`src/pkg/slb_pkg.sv`:
```
// package: register map, field positions, reset values and level codes of the lcd bias driver
package slb_pkg;
    localparam int unsigned NUM_COM = 6;
    localparam int unsigned NUM_SEG = 39;
    localparam int unsigned NUM_PIN = NUM_COM + NUM_SEG;
    localparam logic [11:0] OFF_FRAME_BIAS = 12'h000;
    localparam logic [11:0] OFF_LINE_ROLE = 12'h004;
    localparam logic [11:0] OFF_PIN_FUNC_LO = 12'h008;
    localparam logic [11:0] OFF_PIN_FUNC_HI = 12'h00C;
    localparam logic [11:0] OFF_IO_DATA_LO = 12'h010;
    localparam logic [11:0] OFF_IO_DATA_HI = 12'h014;
    localparam logic [11:0] OFF_STATUS = 12'h018;
    localparam int unsigned FRAME_BIT = 7;
    localparam int unsigned BIAS_HI_BIT = 6;
    localparam int unsigned BIAS_LO_BIT = 5;
    localparam int unsigned ENABLE_BIT = 4;
    localparam logic [7:0] FRAME_BIAS_MASK = 8'hF0;
    localparam logic [7:0] LINE_ROLE_MASK = 8'h3F;
    localparam logic [7:0] FRAME_BIAS_RST = 8'h00;
    localparam logic [7:0] LINE_ROLE_RST = 8'h00;
    localparam logic [1:0] RESP_OKAY = 2'h0;
    localparam logic [1:0] RESP_SLVERR = 2'h2;
    typedef enum logic [1:0] {
        SLB_LVL_GND = 2'h0,
        SLB_LVL_THIRD = 2'h1,
        SLB_LVL_TWO_THIRDS = 2'h2,
        SLB_LVL_FULL = 2'h3
    } slb_level_t;
endpackage : slb_pkg

```
`src/slb_axil_slave.sv`:
```
// axi4-lite slave front end: one write and one read at a time, byte strobes
`timescale 1ns/1ps
`default_nettype none
module slb_axil_slave (
    input wire logic core_clk,
    input wire logic sys_rst,
    input wire logic [11:0] s_axi_awaddr,
    input wire logic s_axi_awvalid,
    output logic s_axi_awready,
    input wire logic [31:0] s_axi_wdata,
    input wire logic [3:0] s_axi_wstrb,
    input wire logic s_axi_wvalid,
    output logic s_axi_wready,
    output logic [1:0] s_axi_bresp,
    output logic s_axi_bvalid,
    input wire logic s_axi_bready,
    input wire logic [11:0] s_axi_araddr,
    input wire logic s_axi_arvalid,
    output logic s_axi_arready,
    output logic [31:0] s_axi_rdata,
    output logic [1:0] s_axi_rresp,
    output logic s_axi_rvalid,
    input wire logic s_axi_rready,
    output logic wr_pulse,
    output logic [11:0] wr_addr,
    output logic [31:0] wr_data,
    output logic [3:0] wr_strb,
    input wire logic wr_ok,
    output logic [11:0] rd_addr,
    input wire logic [31:0] rd_data,
    input wire logic rd_ok
);
    import slb_pkg::*;
    logic aw_held_r;
    logic w_held_r;
    logic [11:0] awaddr_r;
    logic [31:0] wdata_r;
    logic [3:0] wstrb_r;

    // address and data may land in either order; both held until the response
    assign s_axi_awready = !aw_held_r && !s_axi_bvalid;
    assign s_axi_wready = !w_held_r && !s_axi_bvalid;
    assign wr_pulse = aw_held_r && w_held_r && !s_axi_bvalid;
    assign wr_addr = awaddr_r;
    assign wr_data = wdata_r;
    assign wr_strb = wstrb_r;

    always_ff @(posedge core_clk) begin
        if (sys_rst) begin
            aw_held_r <= 1'b0;
            w_held_r <= 1'b0;
            awaddr_r <= 12'h000;
            wdata_r <= 32'h0000_0000;
            wstrb_r <= 4'h0;
        end else if (wr_pulse) begin
            aw_held_r <= 1'b0;
            w_held_r <= 1'b0;
        end else begin
            if (s_axi_awvalid && s_axi_awready) begin
                aw_held_r <= 1'b1;
                awaddr_r <= s_axi_awaddr;
            end
            if (s_axi_wvalid && s_axi_wready) begin
                w_held_r <= 1'b1;
                wdata_r <= s_axi_wdata;
                wstrb_r <= s_axi_wstrb;
            end
        end
    end

    always_ff @(posedge core_clk) begin
        if (sys_rst) begin
            s_axi_bvalid <= 1'b0;
            s_axi_bresp <= RESP_OKAY;
        end else if (wr_pulse) begin
            s_axi_bvalid <= 1'b1;
            s_axi_bresp <= wr_ok ? RESP_OKAY : RESP_SLVERR;
        end else if (s_axi_bready) begin
            s_axi_bvalid <= 1'b0;
        end
    end

    assign s_axi_arready = !s_axi_rvalid;
    assign rd_addr = s_axi_araddr;

    always_ff @(posedge core_clk) begin
        if (sys_rst) begin
            s_axi_rvalid <= 1'b0;
            s_axi_rdata <= 32'h0000_0000;
            s_axi_rresp <= RESP_OKAY;
        end else if (s_axi_arvalid && s_axi_arready) begin
            s_axi_rvalid <= 1'b1;
            s_axi_rdata <= rd_ok ? rd_data : 32'h0000_0000;
            s_axi_rresp <= rd_ok ? RESP_OKAY : RESP_SLVERR;
        end else if (s_axi_rready) begin
            s_axi_rvalid <= 1'b0;
        end
    end
endmodule : slb_axil_slave
`default_nettype wire

```
`src/slb_level_sel.sv`:
```
// one line's output level chooser from frame, role and data bit
`timescale 1ns/1ps
`default_nettype none
module slb_level_sel (
    input wire logic drive_on,
    input wire logic frame,
    input wire logic is_segment,
    input wire logic data_bit,
    output slb_pkg::slb_level_t level
);
    import slb_pkg::*;
    always_comb begin
        if (!drive_on) begin
            level = SLB_LVL_GND;
        end else if (!frame) begin
            if (!is_segment) begin
                level = data_bit ? SLB_LVL_FULL : SLB_LVL_THIRD; // [RL7] [RL13]
            end else begin
                level = data_bit ? SLB_LVL_GND : SLB_LVL_TWO_THIRDS; // [RL7] [RL13]
            end
        end else begin
            if (!is_segment) begin
                level = data_bit ? SLB_LVL_GND : SLB_LVL_TWO_THIRDS; // [RL8] [RL13]
            end else begin
                level = data_bit ? SLB_LVL_FULL : SLB_LVL_THIRD; // [RL8] [RL13]
            end
        end
    end
endmodule : slb_level_sel
`default_nettype wire

```
`src/slb_top.sv`:
```
// lcd bias driver top: control registers, pin function map and per-line levels
// Functional notes
// RL1: six common lines and thirty-nine segment lines exist, each shared with an i/o pin.
// RL2: bit 7 of the frame/bias register picks frame 0 when clear and frame 1 when set.
// RL3: bits 6..5 pick bias current 8.3, 16.7, 50 or 100 microamps in that order.
// RL4: with the drive enable (bit 4) clear every common and segment output sits at ground.
// RL5: a pin is an lcd line only when drive enable is set and its own pin function selects lcd.
// RL6: bits 5..0 of the role register make line n common when 0 and segment when 1.
// RL7: in frame 0 common gives full or one third, segment gives ground or two thirds.
// RL8: in frame 1 common gives ground or two thirds, segment gives full or one third.
// RL9: each line's level comes from the frame bit together with that pin's i/o data bit.
// RL10: lcd drive works without the pin's port direction being set to output.
// RL11: software sets enable and pin selections before relying on lcd pin functions.
// RL12: unimplemented bits (3..0 of frame/bias, 7..6 of role) read as zero.
// RL13: a data bit of 1 selects the frame's full-swing level, 0 its bias level.
//
// The register addresses and register access over AXI4-Lite are this design's own decisions.
`timescale 1ns/1ps
`default_nettype none
module slb_top (
    input wire logic core_clk,
    input wire logic sys_rst,
    input wire logic [11:0] s_axi_awaddr,
    input wire logic s_axi_awvalid,
    output logic s_axi_awready,
    input wire logic [31:0] s_axi_wdata,
    input wire logic [3:0] s_axi_wstrb,
    input wire logic s_axi_wvalid,
    output logic s_axi_wready,
    output logic [1:0] s_axi_bresp,
    output logic s_axi_bvalid,
    input wire logic s_axi_bready,
    input wire logic [11:0] s_axi_araddr,
    input wire logic s_axi_arvalid,
    output logic s_axi_arready,
    output logic [31:0] s_axi_rdata,
    output logic [1:0] s_axi_rresp,
    output logic s_axi_rvalid,
    input wire logic s_axi_rready,
    input wire logic [slb_pkg::NUM_PIN-1:0] gpio_dir_out,
    input wire logic [slb_pkg::NUM_PIN-1:0] gpio_out,
    output logic [2*slb_pkg::NUM_PIN-1:0] line_level,
    output logic [slb_pkg::NUM_PIN-1:0] line_lcd_active,
    output logic [slb_pkg::NUM_PIN-1:0] pin_out,
    output logic [slb_pkg::NUM_PIN-1:0] pin_oe,
    output logic [1:0] bias_current_sel
);
    import slb_pkg::*;

    logic [7:0] lcd_frame_bias_control_r;
    logic [7:0] lcd_line_role_select_r;
    logic [NUM_PIN-1:0] pin_func_lcd_r;
    logic [NUM_PIN-1:0] io_data_r;
    logic wr_pulse;
    logic [11:0] wr_addr;
    logic [31:0] wr_data;
    logic [3:0] wr_strb;
    logic wr_ok;
    logic [11:0] rd_addr;
    logic [31:0] rd_data;
    logic rd_ok;
    logic frame_sel;
    logic display_drive_enable;
    logic [NUM_PIN-1:0] lcd_sel;
    slb_level_t level_w [NUM_PIN];
    logic [31:0] pin_func_hi_nxt;
    logic [31:0] io_data_hi_nxt;

    // strobe-merge of a 32-bit word into a stored word
    function automatic logic [31:0] merge_word(input logic [31:0] old_v,
                                               input logic [31:0] new_v,
                                               input logic [3:0] strb);
        logic [31:0] res;
        res = old_v;
        for (int b = 0; b < 4; b++) begin
            if (strb[b]) begin
                res[8*b +: 8] = new_v[8*b +: 8];
            end
        end
        return res;
    endfunction : merge_word

    function automatic logic addr_known(input logic [11:0] a);
        return (a == OFF_FRAME_BIAS) || (a == OFF_LINE_ROLE) || (a == OFF_PIN_FUNC_LO) ||
               (a == OFF_PIN_FUNC_HI) || (a == OFF_IO_DATA_LO) || (a == OFF_IO_DATA_HI) ||
               (a == OFF_STATUS);
    endfunction : addr_known

    slb_axil_slave u_bus (
        .core_clk(core_clk),
        .sys_rst(sys_rst),
        .s_axi_awaddr(s_axi_awaddr),
        .s_axi_awvalid(s_axi_awvalid),
        .s_axi_awready(s_axi_awready),
        .s_axi_wdata(s_axi_wdata),
        .s_axi_wstrb(s_axi_wstrb),
        .s_axi_wvalid(s_axi_wvalid),
        .s_axi_wready(s_axi_wready),
        .s_axi_bresp(s_axi_bresp),
        .s_axi_bvalid(s_axi_bvalid),
        .s_axi_bready(s_axi_bready),
        .s_axi_araddr(s_axi_araddr),
        .s_axi_arvalid(s_axi_arvalid),
        .s_axi_arready(s_axi_arready),
        .s_axi_rdata(s_axi_rdata),
        .s_axi_rresp(s_axi_rresp),
        .s_axi_rvalid(s_axi_rvalid),
        .s_axi_rready(s_axi_rready),
        .wr_pulse(wr_pulse),
        .wr_addr(wr_addr),
        .wr_data(wr_data),
        .wr_strb(wr_strb),
        .wr_ok(wr_ok),
        .rd_addr(rd_addr),
        .rd_data(rd_data),
        .rd_ok(rd_ok)
    );

    // status register is read-only, so a write to it is an error
    assign wr_ok = addr_known(wr_addr) && (wr_addr != OFF_STATUS);
    assign rd_ok = addr_known(rd_addr);
    // upper words are merged at full width, then only the 13 live bits are kept
    assign pin_func_hi_nxt = merge_word({19'h0, pin_func_lcd_r[NUM_PIN-1:32]}, wr_data, wr_strb);
    assign io_data_hi_nxt = merge_word({19'h0, io_data_r[NUM_PIN-1:32]}, wr_data, wr_strb);

    always_ff @(posedge core_clk) begin
        if (sys_rst) begin
            lcd_frame_bias_control_r <= FRAME_BIAS_RST;
        end else if (wr_pulse && wr_addr == OFF_FRAME_BIAS && wr_strb[0]) begin
            lcd_frame_bias_control_r <= wr_data[7:0] & FRAME_BIAS_MASK; // [RL12]
        end
    end

    always_ff @(posedge core_clk) begin
        if (sys_rst) begin
            lcd_line_role_select_r <= LINE_ROLE_RST;
        end else if (wr_pulse && wr_addr == OFF_LINE_ROLE && wr_strb[0]) begin
            lcd_line_role_select_r <= wr_data[7:0] & LINE_ROLE_MASK; // [RL12]
        end
    end

    // pin function and i/o data stand in for the port logic that shares the pins
    always_ff @(posedge core_clk) begin
        if (sys_rst) begin
            pin_func_lcd_r <= '0;
        end else if (wr_pulse && wr_addr == OFF_PIN_FUNC_LO) begin
            pin_func_lcd_r[31:0] <= merge_word(pin_func_lcd_r[31:0], wr_data, wr_strb);
        end else if (wr_pulse && wr_addr == OFF_PIN_FUNC_HI) begin
            pin_func_lcd_r[NUM_PIN-1:32] <= pin_func_hi_nxt[NUM_PIN-33:0];
        end
    end

    always_ff @(posedge core_clk) begin
        if (sys_rst) begin
            io_data_r <= '0;
        end else if (wr_pulse && wr_addr == OFF_IO_DATA_LO) begin
            io_data_r[31:0] <= merge_word(io_data_r[31:0], wr_data, wr_strb);
        end else if (wr_pulse && wr_addr == OFF_IO_DATA_HI) begin
            io_data_r[NUM_PIN-1:32] <= io_data_hi_nxt[NUM_PIN-33:0];
        end
    end

    assign frame_sel = lcd_frame_bias_control_r[FRAME_BIT]; // [RL2]
    assign display_drive_enable = lcd_frame_bias_control_r[ENABLE_BIT];
    assign bias_current_sel = lcd_frame_bias_control_r[BIAS_HI_BIT:BIAS_LO_BIT]; // [RL3]
    // lcd ownership ignores the direction bits entirely
    assign lcd_sel = pin_func_lcd_r & {NUM_PIN{display_drive_enable}}; // [RL5] [RL10]

    always_comb begin
        rd_data = 32'h0000_0000;
        case (rd_addr)
            OFF_FRAME_BIAS: rd_data = {24'h0, lcd_frame_bias_control_r}; // [RL12]
            OFF_LINE_ROLE: rd_data = {24'h0, lcd_line_role_select_r}; // [RL12]
            OFF_PIN_FUNC_LO: rd_data = pin_func_lcd_r[31:0];
            OFF_PIN_FUNC_HI: rd_data = {19'h0, pin_func_lcd_r[NUM_PIN-1:32]};
            OFF_IO_DATA_LO: rd_data = io_data_r[31:0];
            OFF_IO_DATA_HI: rd_data = {19'h0, io_data_r[NUM_PIN-1:32]};
            OFF_STATUS: rd_data = {31'h0, display_drive_enable};
            default: rd_data = 32'h0000_0000;
        endcase
    end

    // pins 0..5 carry common or segment by role bits; pins 6..44 are segment only
    for (genvar i = 0; i < NUM_PIN; i++) begin : g_line // [RL1]
        logic is_seg;
        if (i < NUM_COM) begin : g_shared
            assign is_seg = lcd_line_role_select_r[i]; // [RL6]
        end else begin : g_seg
            assign is_seg = 1'b1;
        end
        slb_level_sel u_lvl (
            .drive_on(display_drive_enable), // [RL4]
            .frame(frame_sel),
            .is_segment(is_seg),
            .data_bit(io_data_r[i]), // [RL9]
            .level(level_w[i])
        );
    end

    // level, ownership and gpio mux registered so outputs come from flops
    always_ff @(posedge core_clk) begin
        if (sys_rst) begin
            line_level <= '0;
            line_lcd_active <= '0;
            pin_out <= '0;
            pin_oe <= '0;
        end else begin
            for (int i = 0; i < NUM_PIN; i++) begin
                // lcd pins not selected still read ground: drive is off there
                line_level[2*i +: 2] <= lcd_sel[i] ? level_w[i] : SLB_LVL_GND; // [RL4] [RL5]
                line_lcd_active[i] <= lcd_sel[i];
                pin_out[i] <= lcd_sel[i] ? 1'b0 : gpio_out[i];
                pin_oe[i] <= lcd_sel[i] ? 1'b0 : gpio_dir_out[i]; // [RL10]
            end
        end
    end
endmodule : slb_top
`default_nettype wire
```
`config.mk`:
```
export PLATFORM = sky130hd
export DESIGN_NAME = slb_top
export DESIGN_NICKNAME = d
export VERILOG_FILES = /design/src/pkg/slb_pkg.sv /design/src/slb_axil_slave.sv /design/src/slb_level_sel.sv /design/src/slb_top.sv
export SDC_FILE = /design/constraint.sdc
export NUM_CORES = 1
export LEC_CHECK = 0
export ABC_CLOCK_PERIOD_IN_PS = 1670
export BUFFER_PORTS_ARGS = -buffer_cell sky130_fd_sc_hd__buf_2
export CORE_ASPECT_RATIO = 0.8
export CORE_MARGIN = 2
export CORE_UTILIZATION = 51
export DETAILED_ROUTE_END_ITERATION = 10
export PLACE_DENSITY = 0.88
export SLEW_MARGIN = 20
export SYNTH_ARGS = -nofsm -noshare
export SYNTH_HDL_FRONTEND = slang
export SYNTH_SLANG_ARGS = --single-unit
```
`constraint.sdc`:
```
create_clock -name core_clk -period 1.67 [get_ports core_clk]
set_input_delay 0.0835 -clock core_clk [delete_from_list [all_inputs] [get_ports core_clk]]
set_output_delay 0.0835 -clock core_clk [all_outputs]
set_load 0.01 [all_outputs]
```
======== Yosys cells after proc, flatten, opt, wreduce, memory -nomap -nowiden ========
Cells that the tools add are included.
storage, ports and cells
  input port bits ......................... 157
  word-level logic and storage cells ...... 519
  register bits after elaboration ......... 413
cells by class
  equality and inequality tests ........... 13
  bitwise logic cells ..................... 50
  multiplexer cells ....................... 155
  reductions and logical operators ........ 141
operator list
  operator                                                number
  2-to-1 mux 2 bit                                        149
  one-hot mux 32 bit (7 select lines)                     1
  OR reduction 3 bit                                      45
  OR reduction 2 bit                                      46
  equality test 12 x 5 -> 1 bit, second input constant    6
  NOT 1 bit                                               49
  equality test 12 x 4 -> 1 bit, second input constant    4
  bitwise AND 45 bit                                      1
  2-to-1 mux 32 bit                                       1
  equality test 12 x 3 -> 1 bit, second input constant    2
  logical NOT 12 bit                                      2
  AND reduction 2 bit                                     10
  logical AND 1 bit                                       16
  logical OR 1 bit                                        12
  inequality test 12 x 5 -> 1 bit, second input constant  1
  AND reduction 3 bit                                     4
  logical NOT 1 bit                                       4
  2-to-1 mux 1 bit                                        4
  nonzero test 2 bit                                      2

======== Depth between registers and ports, before layout ========
Gate-level depths: netlist of the first run.
  depth in word-level cells ............... 9
  gate-level depth with buffers ........... 7
  mapped depth without buffers ............ 4

======== By module ========
A second synthesis of the first run with hierarchy kept.
second synthesis, totals
  cells, all modules ...................... 1,729
  area, all modules ....................... 16,151.7 µm²
by module, submodules not included
  module          sequential area each (µm²)  area each (µm²)  instances  cells an instance
  slb_top         6,506.2                     11,317.1         1          1,106
  slb_axil_slave  1,721.7                     3,201.8          1          398
  slb_level_sel   0.0                         36.3             45         5

======== Least setup slack after synthesis of the first run ========
OpenSTA, ideal clock, no wires.
  path type ............................... register -> register
  start point ............................. reg u_bus.s_axi_bvalid
  end point ............................... reg io_data_r[4]
  setup slack ............................. 137 ps
  period minus slack after synthesis ...... 1,533 ps
  data required time ...................... 1,598 ps
  data arrival time ....................... 1,461 ps
  path buffers ............................ 2
  cell stages (with the launch flop) ...... 7
  path through ............................ dfxtp_1 -> and3b_1 -> and4_1 -> buf_6 -> and4_1 -> buf_6 -> mux2i_1
on the way
  cells in the longest elaborated chain, start to end .. 4
RTL lines
  item                           line                  text
  start, declared                slb_axil_slave.sv:15  output logic s_axi_bvalid,
  start signal, assigned         slb_axil_slave.sv:73  s_axi_bvalid <= 1'b0;
  start signal, assigned         slb_axil_slave.sv:76  s_axi_bvalid <= 1'b1;
  start signal, assigned         slb_axil_slave.sv:79  s_axi_bvalid <= 1'b0;
  logical NOT 1 bit              slb_axil_slave.sv:43  assign wr_pulse = aw_held_r && w_held_r && !s_axi_bvalid;
  logical AND 1 bit              slb_axil_slave.sv:43
  logical AND 1 bit              slb_top.sv:156        end else if (wr_pulse && wr_addr == OFF_IO_DATA_LO) begin
  AND reduction 2 bit (no line)  n/a
  end signal, assigned           slb_top.sv:157        io_data_r[31:0] <= merge_word(io_data_r[31:0], wr_data, wr_strb);
  end signal, assigned by index  slb_top.sv:159        io_data_r[NUM_PIN-1:32] <= io_data_hi_nxt[NUM_PIN-33:0];
  end, declared                  slb_top.sv:53         logic [NUM_PIN-1:0] io_data_r;
No other way between the ends.
A chain may end at the register's enable or synchronous reset.

======== Worst setup path after layout of the first run ========
  start point ............................. reg u_bus.awaddr_r[9] (netlist: u_bus.wr_addr[9])
  end point ............................... reg io_data_r[7]
on the way
  cells in the longest elaborated chain, start to end .. 3
RTL lines
  item                           line                  text
  start, declared                slb_axil_slave.sv:36  logic [11:0] awaddr_r;
  start signal, assigned         slb_axil_slave.sv:61  awaddr_r <= s_axi_awaddr;
  equality test 12 x 5 -> 1 bit  slb_top.sv:156
  logical AND 1 bit              slb_top.sv:156
  AND reduction 2 bit (no line)  n/a
No other way between the ends.

==> impl_metrics.tcl, run 1 <==
set metrics [dict create \
    ant_nets 0 \
    routed_wl_um 50210 \
    place_congestion 0.8745 \
    sw_frac_of_total_pct 22.84 \
    powerDensity_nw_per_um2 1049 \
    drive_gt1_share_pct 27.68 \
    synth-seq-cells 411 \
    status "complete, no violations" \
    seq_area_frac_synth_pct 57.27 \
    die_w_um 191.7 \
    postSynthCellCount 1457 \
    clock_power_share_pct 44.0 \
    synth-edff-count 0 \
    yosys_warnings 0 \
    p_int_w 0.01601 \
    preCtsSetupSlack_ns -0.08957 \
    io_buffers 422 \
    power_w 0.02075 \
    dr.first_iter.drc_count 1042 \
    setup_viol 0 \
    clkTransAtPathRegs_ns 0.07 \
    endpoint_kind "flip-flop" \
    slew_headroom_pct 47.96 \
    dieArea_um2 29540 \
    cp.arrival_ns 2.10 \
    hold_viol_final 0 \
    nets 2163 \
    synthFlopType "dfxtp_1" \
    async_reset_ff_share_pct 0 \
    start_util_pct 52.25 \
    power_frac_seq_pct 48.8 \
    overflow 0 \
    detailedPlacementHpwl_um 31610 \
    post_cts_buffers 0 \
    cts_tree "done" \
    layout_min_cycle_time_ns 1.642 \
    rows 54 \
    ys_top_cells_by_area "dfxtp_1 57%, and2_1 5.7%, a21oi_1 5.3%" \
    track_usage_pct 32.62 \
    fin_skew_ns 0.02875 \
    io-pin-count 425 \
    dp.cells 2185 \
    rsz0062_at_grt "true" \
    path_max_fanout 8 \
    drt_pass1_iterations 5 \
    irDropWorstVdd_uv 1012 \
    grt_pass1_vias 13270 \
    synth.distinct_cells 47 \
    comb_power_share_pct 7.2 \
    viasPerCell 5.561 \
    drc 0 \
    die_y_um 154.1 \
    netlist.area_leader.share_pct 57.27 \
    stdcell_count 2400 \
    syn_avg_cell_area_um2 9.861 \
    max_cap_viol_count 0 \
    area_growth_pct 37.74 \
    clockBufferDepth 3 \
    synth_area_um2 14370 \
    num_vias 13350 \
    period_share_pct 98.33 \
    fill_cells 1806 \
    htree_num_levels 2 \
    cts_sinks 411 \
    cts_buffers 41 \
    cp_data_required_time_ns 2.12 \
    fin_setup_tns_ns 0 \
    hp-class "in -> reg" \
    clk_latency_ns 0.53 \
    fmax_ghz 0.6090 \
    switchingPower_w 0.004740 \
    antenna_found_initial 1 \
    wl_per_cell_um 20.92 \
    crit_type "reg -> reg" \
    drv_slew 0 \
    cts_root_buffer "clkbuf_16" \
    yosysTopAreaCell "dfxtp_1" \
    worstMarginPinSlew_ns 0.7790 \
    grt_max_degree 64 \
    core_area_um2 27500 \
    power.leakage_nw 9.083 \
    cp-start-kind "flip-flop" \
    grt_first_pass_wirelength_um 74760 \
    fin_ws_ns 0.02793 \
]
[area by class of cell]
class | count | area [um2] | share of cell area, %
sequential | 411 | 8237 | 41.62
antenna | 2 | 5.005 | 0.02529
inverter | 13 | 48.80 | 0.2466
timing repair buffer | 608 | 4011 | 20.27
clock inverter | 17 | 163.9 | 0.8282
multi-input combinational | 931 | 5693 | 28.77
tap | 364 | 455.4 | 2.301
clock buffer | 54 | 1176 | 5.943
[repair_timing]
item,in CTS,in global routing
pin swaps,1,4
gates resized for setup,6,22
setup endpoints to repair,41,104
hold endpoints to repair,141,0
cloned,0,0
hold buffers,142,0
[per-stage QoR]
stage          utilization [%]  hold slack [ns]  area, um2
2_1_floorplan                -           0.1825      14370
3_3_place_gp             61.67           0.2691      16960
3_5_place_dp             61.67           0.2710      16960
4_1_cts                  71.79         0.009352      19740
5_1_grt                  71.96          0.07080      19790
6_report                 71.97          0.03901      19790
[cells in the final DEF, fill, tap and decap left out, types with 32 or more instances in the layout]
cell           count
buf_2            421
dfxtp_1          406
a21oi_1          153
dlygate4sd3_1    142
and2_1           131
nand2_1          129
and3_1            83
nand2b_1          67
mux2i_1           67
nand3_1           53
o21ai_0           52
xnor2_1           45
clkbuf_16         42
buf_4             32
[logic make-up after synthesis]
logic type / Yosys count / synth area share (%)
AOI/OAI and AO/OA: 283 / 10.81
other: 1 / 0.02610
muxes: 68 / 4.824
and+or+nand+nor: 527 / 20.28
buffers and inverters: 116 / 3.684
DFF: 411 / 57.27
xor gates and xnor gates: 51 / 3.109
[synth_stat cells (4+ instances only)]
| cell type | instances |
|---|---|
| a221oi_1 | 6 |
| xor2_1 | 6 |
| a21oi_1 | 153 |
| and3_1 | 84 |
| nor3_1 | 4 |
| o21ai_1 | 20 |
| and2_1 | 131 |
| buf_1 | 12 |
| a22o_1 | 5 |
| nor2_1 | 25 |
| xnor2_1 | 45 |
| buf_2 | 20 |
| nand2_1 | 130 |
| nand3b_1 | 4 |
| a31oi_1 | 5 |
| inv_1 | 13 |
| o21ai_0 | 61 |
| dfxtp_1 | 411 |
| buf_6 | 7 |
| and4_1 | 4 |
| nand3_1 | 56 |
| nand2b_1 | 67 |
| buf_4 | 4 |
| mux2i_1 | 67 |
| clkbuf_1 | 59 |
| nor2b_1 | 8 |
| a22oi_1 | 24 |
[registers in the layout, summed over array words and instances, names as in the netlist]
register,count
u_bus.wr_strb,4
pin_out,45
pin_oe,45
lcd_frame_bias_control_r,4
line_lcd_active,45
u_bus.wr_addr,12
u_bus.s_axi_rdata,32
u_bus.s_axi_bvalid,1
u_bus.s_axi_rvalid,1
u_bus.wr_data,32
u_bus.aw_held_r,1
u_bus.s_axi_bresp,1
line_level,90
io_data_r,45
u_bus.s_axi_rresp,1
pin_func_lcd_r,45
u_bus.w_held_r,1
lcd_line_role_select_r,6
[critical path, cell delays in order, from the launching register on]
cell and delay [ns]:
dfxtp_2 0.34, nor4_4 0.28, and4_4 0.35, and4_4 0.26, buf_12 0.14, mux2i_1 0.20
[power groups by stage]
stage / sequential [W] / combinational, W / clock [W]
5_1_grt: 0.0101 / 0.00159 / 0.00959
2_1_floorplan: 0.0104 / 0.000524 / 0
4_1_cts: 0.0101 / 0.00143 / 0.00915
6_report: 0.0101 / 0.00149 / 0.00914
3_3_place_gp: 0.0103 / 0.00112 / 0
3_5_place_dp: 0.0103 / 0.00115 / 0
[metal layers]
| layer | GRT usage [%] | part of all wire (%) | vias up |
|---|---|---|---|
| met5 | 0 | 0 | - |
| met4 | 16.34 | 5.2 | 0 |
| met3 | 8.194 | 10 | 196 |
| met2 | 53.76 | 47 | 840 |
| met1 | 39.58 | 38 | 6303 |
| li1 | - | - | 6007 |
[path summary, 6_finish.rpt]
| check | to | slack (ns) | cells after the start | startpoint |
|---|---|---|---|---|
| worst max-delay path | io_data_r[7] | 0.03 | 5 | u_bus.wr_addr[9] |
| worst min-delay path | u_bus.s_axi_rdata[5] | 0.04 | 4 | s_axi_arvalid |
| worst max register to register | io_data_r[7] | 0.03 | 5 | u_bus.wr_addr[9] |
| worst min register to register | u_bus.s_axi_rdata[4] | 0.45 | 2 | u_bus.s_axi_rdata[4] |
No activity file was read; power rests on OpenSTA's default activity.
==> run 2: changes to the inputs <==
--- a/config.mk
+++ b/config.mk
@@ -7,9 +7,11 @@
 export LEC_CHECK = 0
 export ABC_CLOCK_PERIOD_IN_PS = 1670
 export BUFFER_PORTS_ARGS = -buffer_cell sky130_fd_sc_hd__buf_2
+export CELL_PAD_IN_SITES_DETAIL_PLACEMENT = 1
+export CELL_PAD_IN_SITES_GLOBAL_PLACEMENT = 2
 export CORE_ASPECT_RATIO = 0.8
 export CORE_MARGIN = 2
-export CORE_UTILIZATION = 51
+export CORE_UTILIZATION = 31
 export DETAILED_ROUTE_END_ITERATION = 10
 export PLACE_DENSITY = 0.88
 export SLEW_MARGIN = 20
==> run 2 against run 1 <==
Core utilization fell by 27 points. Non-clock buffer count rose by 23. Wire length rose by 9.6%. Sequential power barely moved. Fmax fell by 1.2%. Design area rose by 4.9%. Clock-buffer cell count rose by 10. Setup slack got worse by 0.020 ns. Sequential share of layout area fell by 2.0 points.
==> impl_metrics.tcl, run 2 (synthesized netlist as in run 1, its figures left out) <==
set metrics [dict create \
    status "complete, no violations" \
    grt_pass1_vias 13630 \
    cp.arrival_ns 2.10 \
    area_growth_pct 44.53 \
    regMostFlops "line_level" \
    detailedPlacementHpwl_um 37020 \
    drt_pass1_iterations 5 \
    viasPerCell 4.798 \
    cts_tree "done" \
    stdcell_count 2683 \
    powerDensity_nw_per_um2 1073 \
    comb_power_share_pct 6.8 \
    cp_data_required_time_ns 2.11 \
    path_buf_inv 1 \
    cp-start-kind "flip-flop" \
    clock_power_share_pct 47.8 \
    rsz0062_at_grt "true" \
    fin_skew_ns 0.02495 \
    dieArea_um2 48100 \
    fmax_ghz 0.6016 \
    crit_start "u_bus.wr_addr[9]" \
    sw_frac_of_total_pct 22.83 \
    slew_headroom_pct 45.70 \
    critical_path.max_stage_delay_ns 0.35 \
    crit_type "reg -> reg" \
    max_cap_viol_count 0 \
    mostFrequentLayoutCells "421 x buf_2, 408 x dfxtp_1, 143 x dlygate4sd3_1" \
    path_max_fanout 8 \
    final_util_pct 45.42 \
    m1WireLength_um 24530 \
    cts_sinks 411 \
    largest_reg_flops 90 \
    cts_root_buffer "clkbuf_16" \
    power.leakage_nw 9.356 \
    wl_per_cell_um 20.52 \
    fin_setup_tns_ns 0 \
    final_cell_area_um2 20760 \
    irDropWorstVdd_uv 577.0 \
    dpl_cell_area_um2 17390 \
    start_util_pct 31.43 \
    crit_slowest_cell "and4_4" \
    routed_wl_um 55050 \
    io-pin-count 425 \
    fill_cells 5182 \
    die_y_um 196.6 \
    die_w_um 244.7 \
    p_int_w 0.01719 \
    num_vias 12870 \
    hp-class "in -> reg" \
    min-delay-start "sys_rst" \
    htree_num_levels 2 \
    setup_viol 0 \
    dr.first_iter.drc_count 577 \
    crit_family "simple AND/OR/NAND/NOR gates" \
    io_buffers 422 \
    period_share_pct 99.53 \
    rows 70 \
    ant_nets 0 \
    cts_buffers 44 \
    drc 0 \
    place_congestion 0.8318 \
    holdWs_ns 0.05312 \
    track_usage_pct 21.68 \
    nets 2190 \
    path_cells "nor4_4 > and4_4 > buf_4 > nand4_4 > mux2i_1" \
    core_area_um2 45720 \
    grt_first_pass_wirelength_um 80870 \
    wl_met3_um 3061 \
    switchingPower_w 0.005086 \
    r2r_start "u_bus.wr_addr[9]" \
    grt_max_degree 100 \
    routed-wl-met2_um 25880 \
    clockBufferDepth 3 \
    endpoint_kind "flip-flop" \
    hold_viol_final 0 \
    overflow 0 \
    antenna_found_initial 4 \
    final_common_cell "buf_2" \
    maxUsedRoutingLayer "met5" \
    drive_gt1_share_pct 30.32 \
    dp.cells 2448 \
    worstMarginPinSlew_ns 0.8129 \
    drv_slew 0 \
    layout_min_cycle_time_ns 1.662 \
    clk_latency_ns 0.58 \
    power_frac_seq_pct 45.4 \
    clkTransAtPathRegs_ns 0.06 \
]
-- run 2: changes by cell type in the layout (fill, tap and decap cells not counted), moves of 7 or more --
cell / change
o21ai_0: -7
nand3_2: +13
o21ai_1: +7
nand3_1: -13
buf_4: +16
a21oi_2: +23
a21oi_1: -23
clkbuf_16: +8
-- run 2: worst min-delay path, stage by stage --
cell	delay (ns)
buf_6	0.17
nor2_4	0.16
nand2_1	0.09
o21ai_1	0.05
-- run 2: metrics by stage --
stage | worst slack (ns) | total power (W)
after global placement | -0.02397 | 0.01146
after CTS | -0.002896 | 0.02238
after global routing | -0.09937 | 0.02302
after detailed placement | -0.1006 | 0.01150
final | 0.007881 | 0.02227
after floorplan | 0.1370 | 0.01089
-- run 2: routing by layer --
layer	global-route usage, %	up-vias
li1	-	6081
met1	28.24	6291
met2	35.68	396
met3	4.425	102
met4	7.633	4
met5	0	-
-- run 2: final timing paths --
| path | endpoint | slack, ns | cells past startpoint |
|---|---|---|---|
| setup / recovery | io_data_r[35] | 0.008 | 5 |
| hold / removal | u_bus.s_axi_rdata[19] | 0.05 | 4 |
| setup reg to reg | io_data_r[35] | 0.008 | 5 |
| hold reg to reg | u_bus.s_axi_rdata[4] | 0.45 | 2 |
-- run 2: area by class of cell --
| cell class | count | area (um2) | share of cell area (%) |
|---|---|---|---|
| repair buffers | 631 | 4267 | 20.55 |
| multi-input cells | 932 | 5848 | 28.16 |
| flip-flops and latches | 411 | 8234 | 39.65 |
| diodes | 3 | 7.507 | 0.03615 |
| inverters | 13 | 48.80 | 0.2350 |
| clock inverters | 17 | 234.0 | 1.127 |
| well taps | 612 | 765.7 | 3.688 |
| clock buffers | 64 | 1360 | 6.550 |
-- run 2: power by group through the flow --
stage                     logic (W)  clock network, W  registers (W)
after floorplan            0.000524                 0         0.0104
after global placement      0.00115                 0         0.0103
after detailed placement    0.00118                 0         0.0103
after CTS                   0.00146            0.0108         0.0101
after global routing        0.00164            0.0112         0.0101
final                       0.00151            0.0106         0.0101
-- run 2: what timing repair did --
action                                  4_1_cts  5_1_grt
pin swaps                                     1       40
gates resized for setup                       4       66
hold buffers                                143        0
setup buffers                                 1        2
gates cloned                                  0        5
endpoints found under the setup margin       62      107
endpoints found under the hold margin       156        0
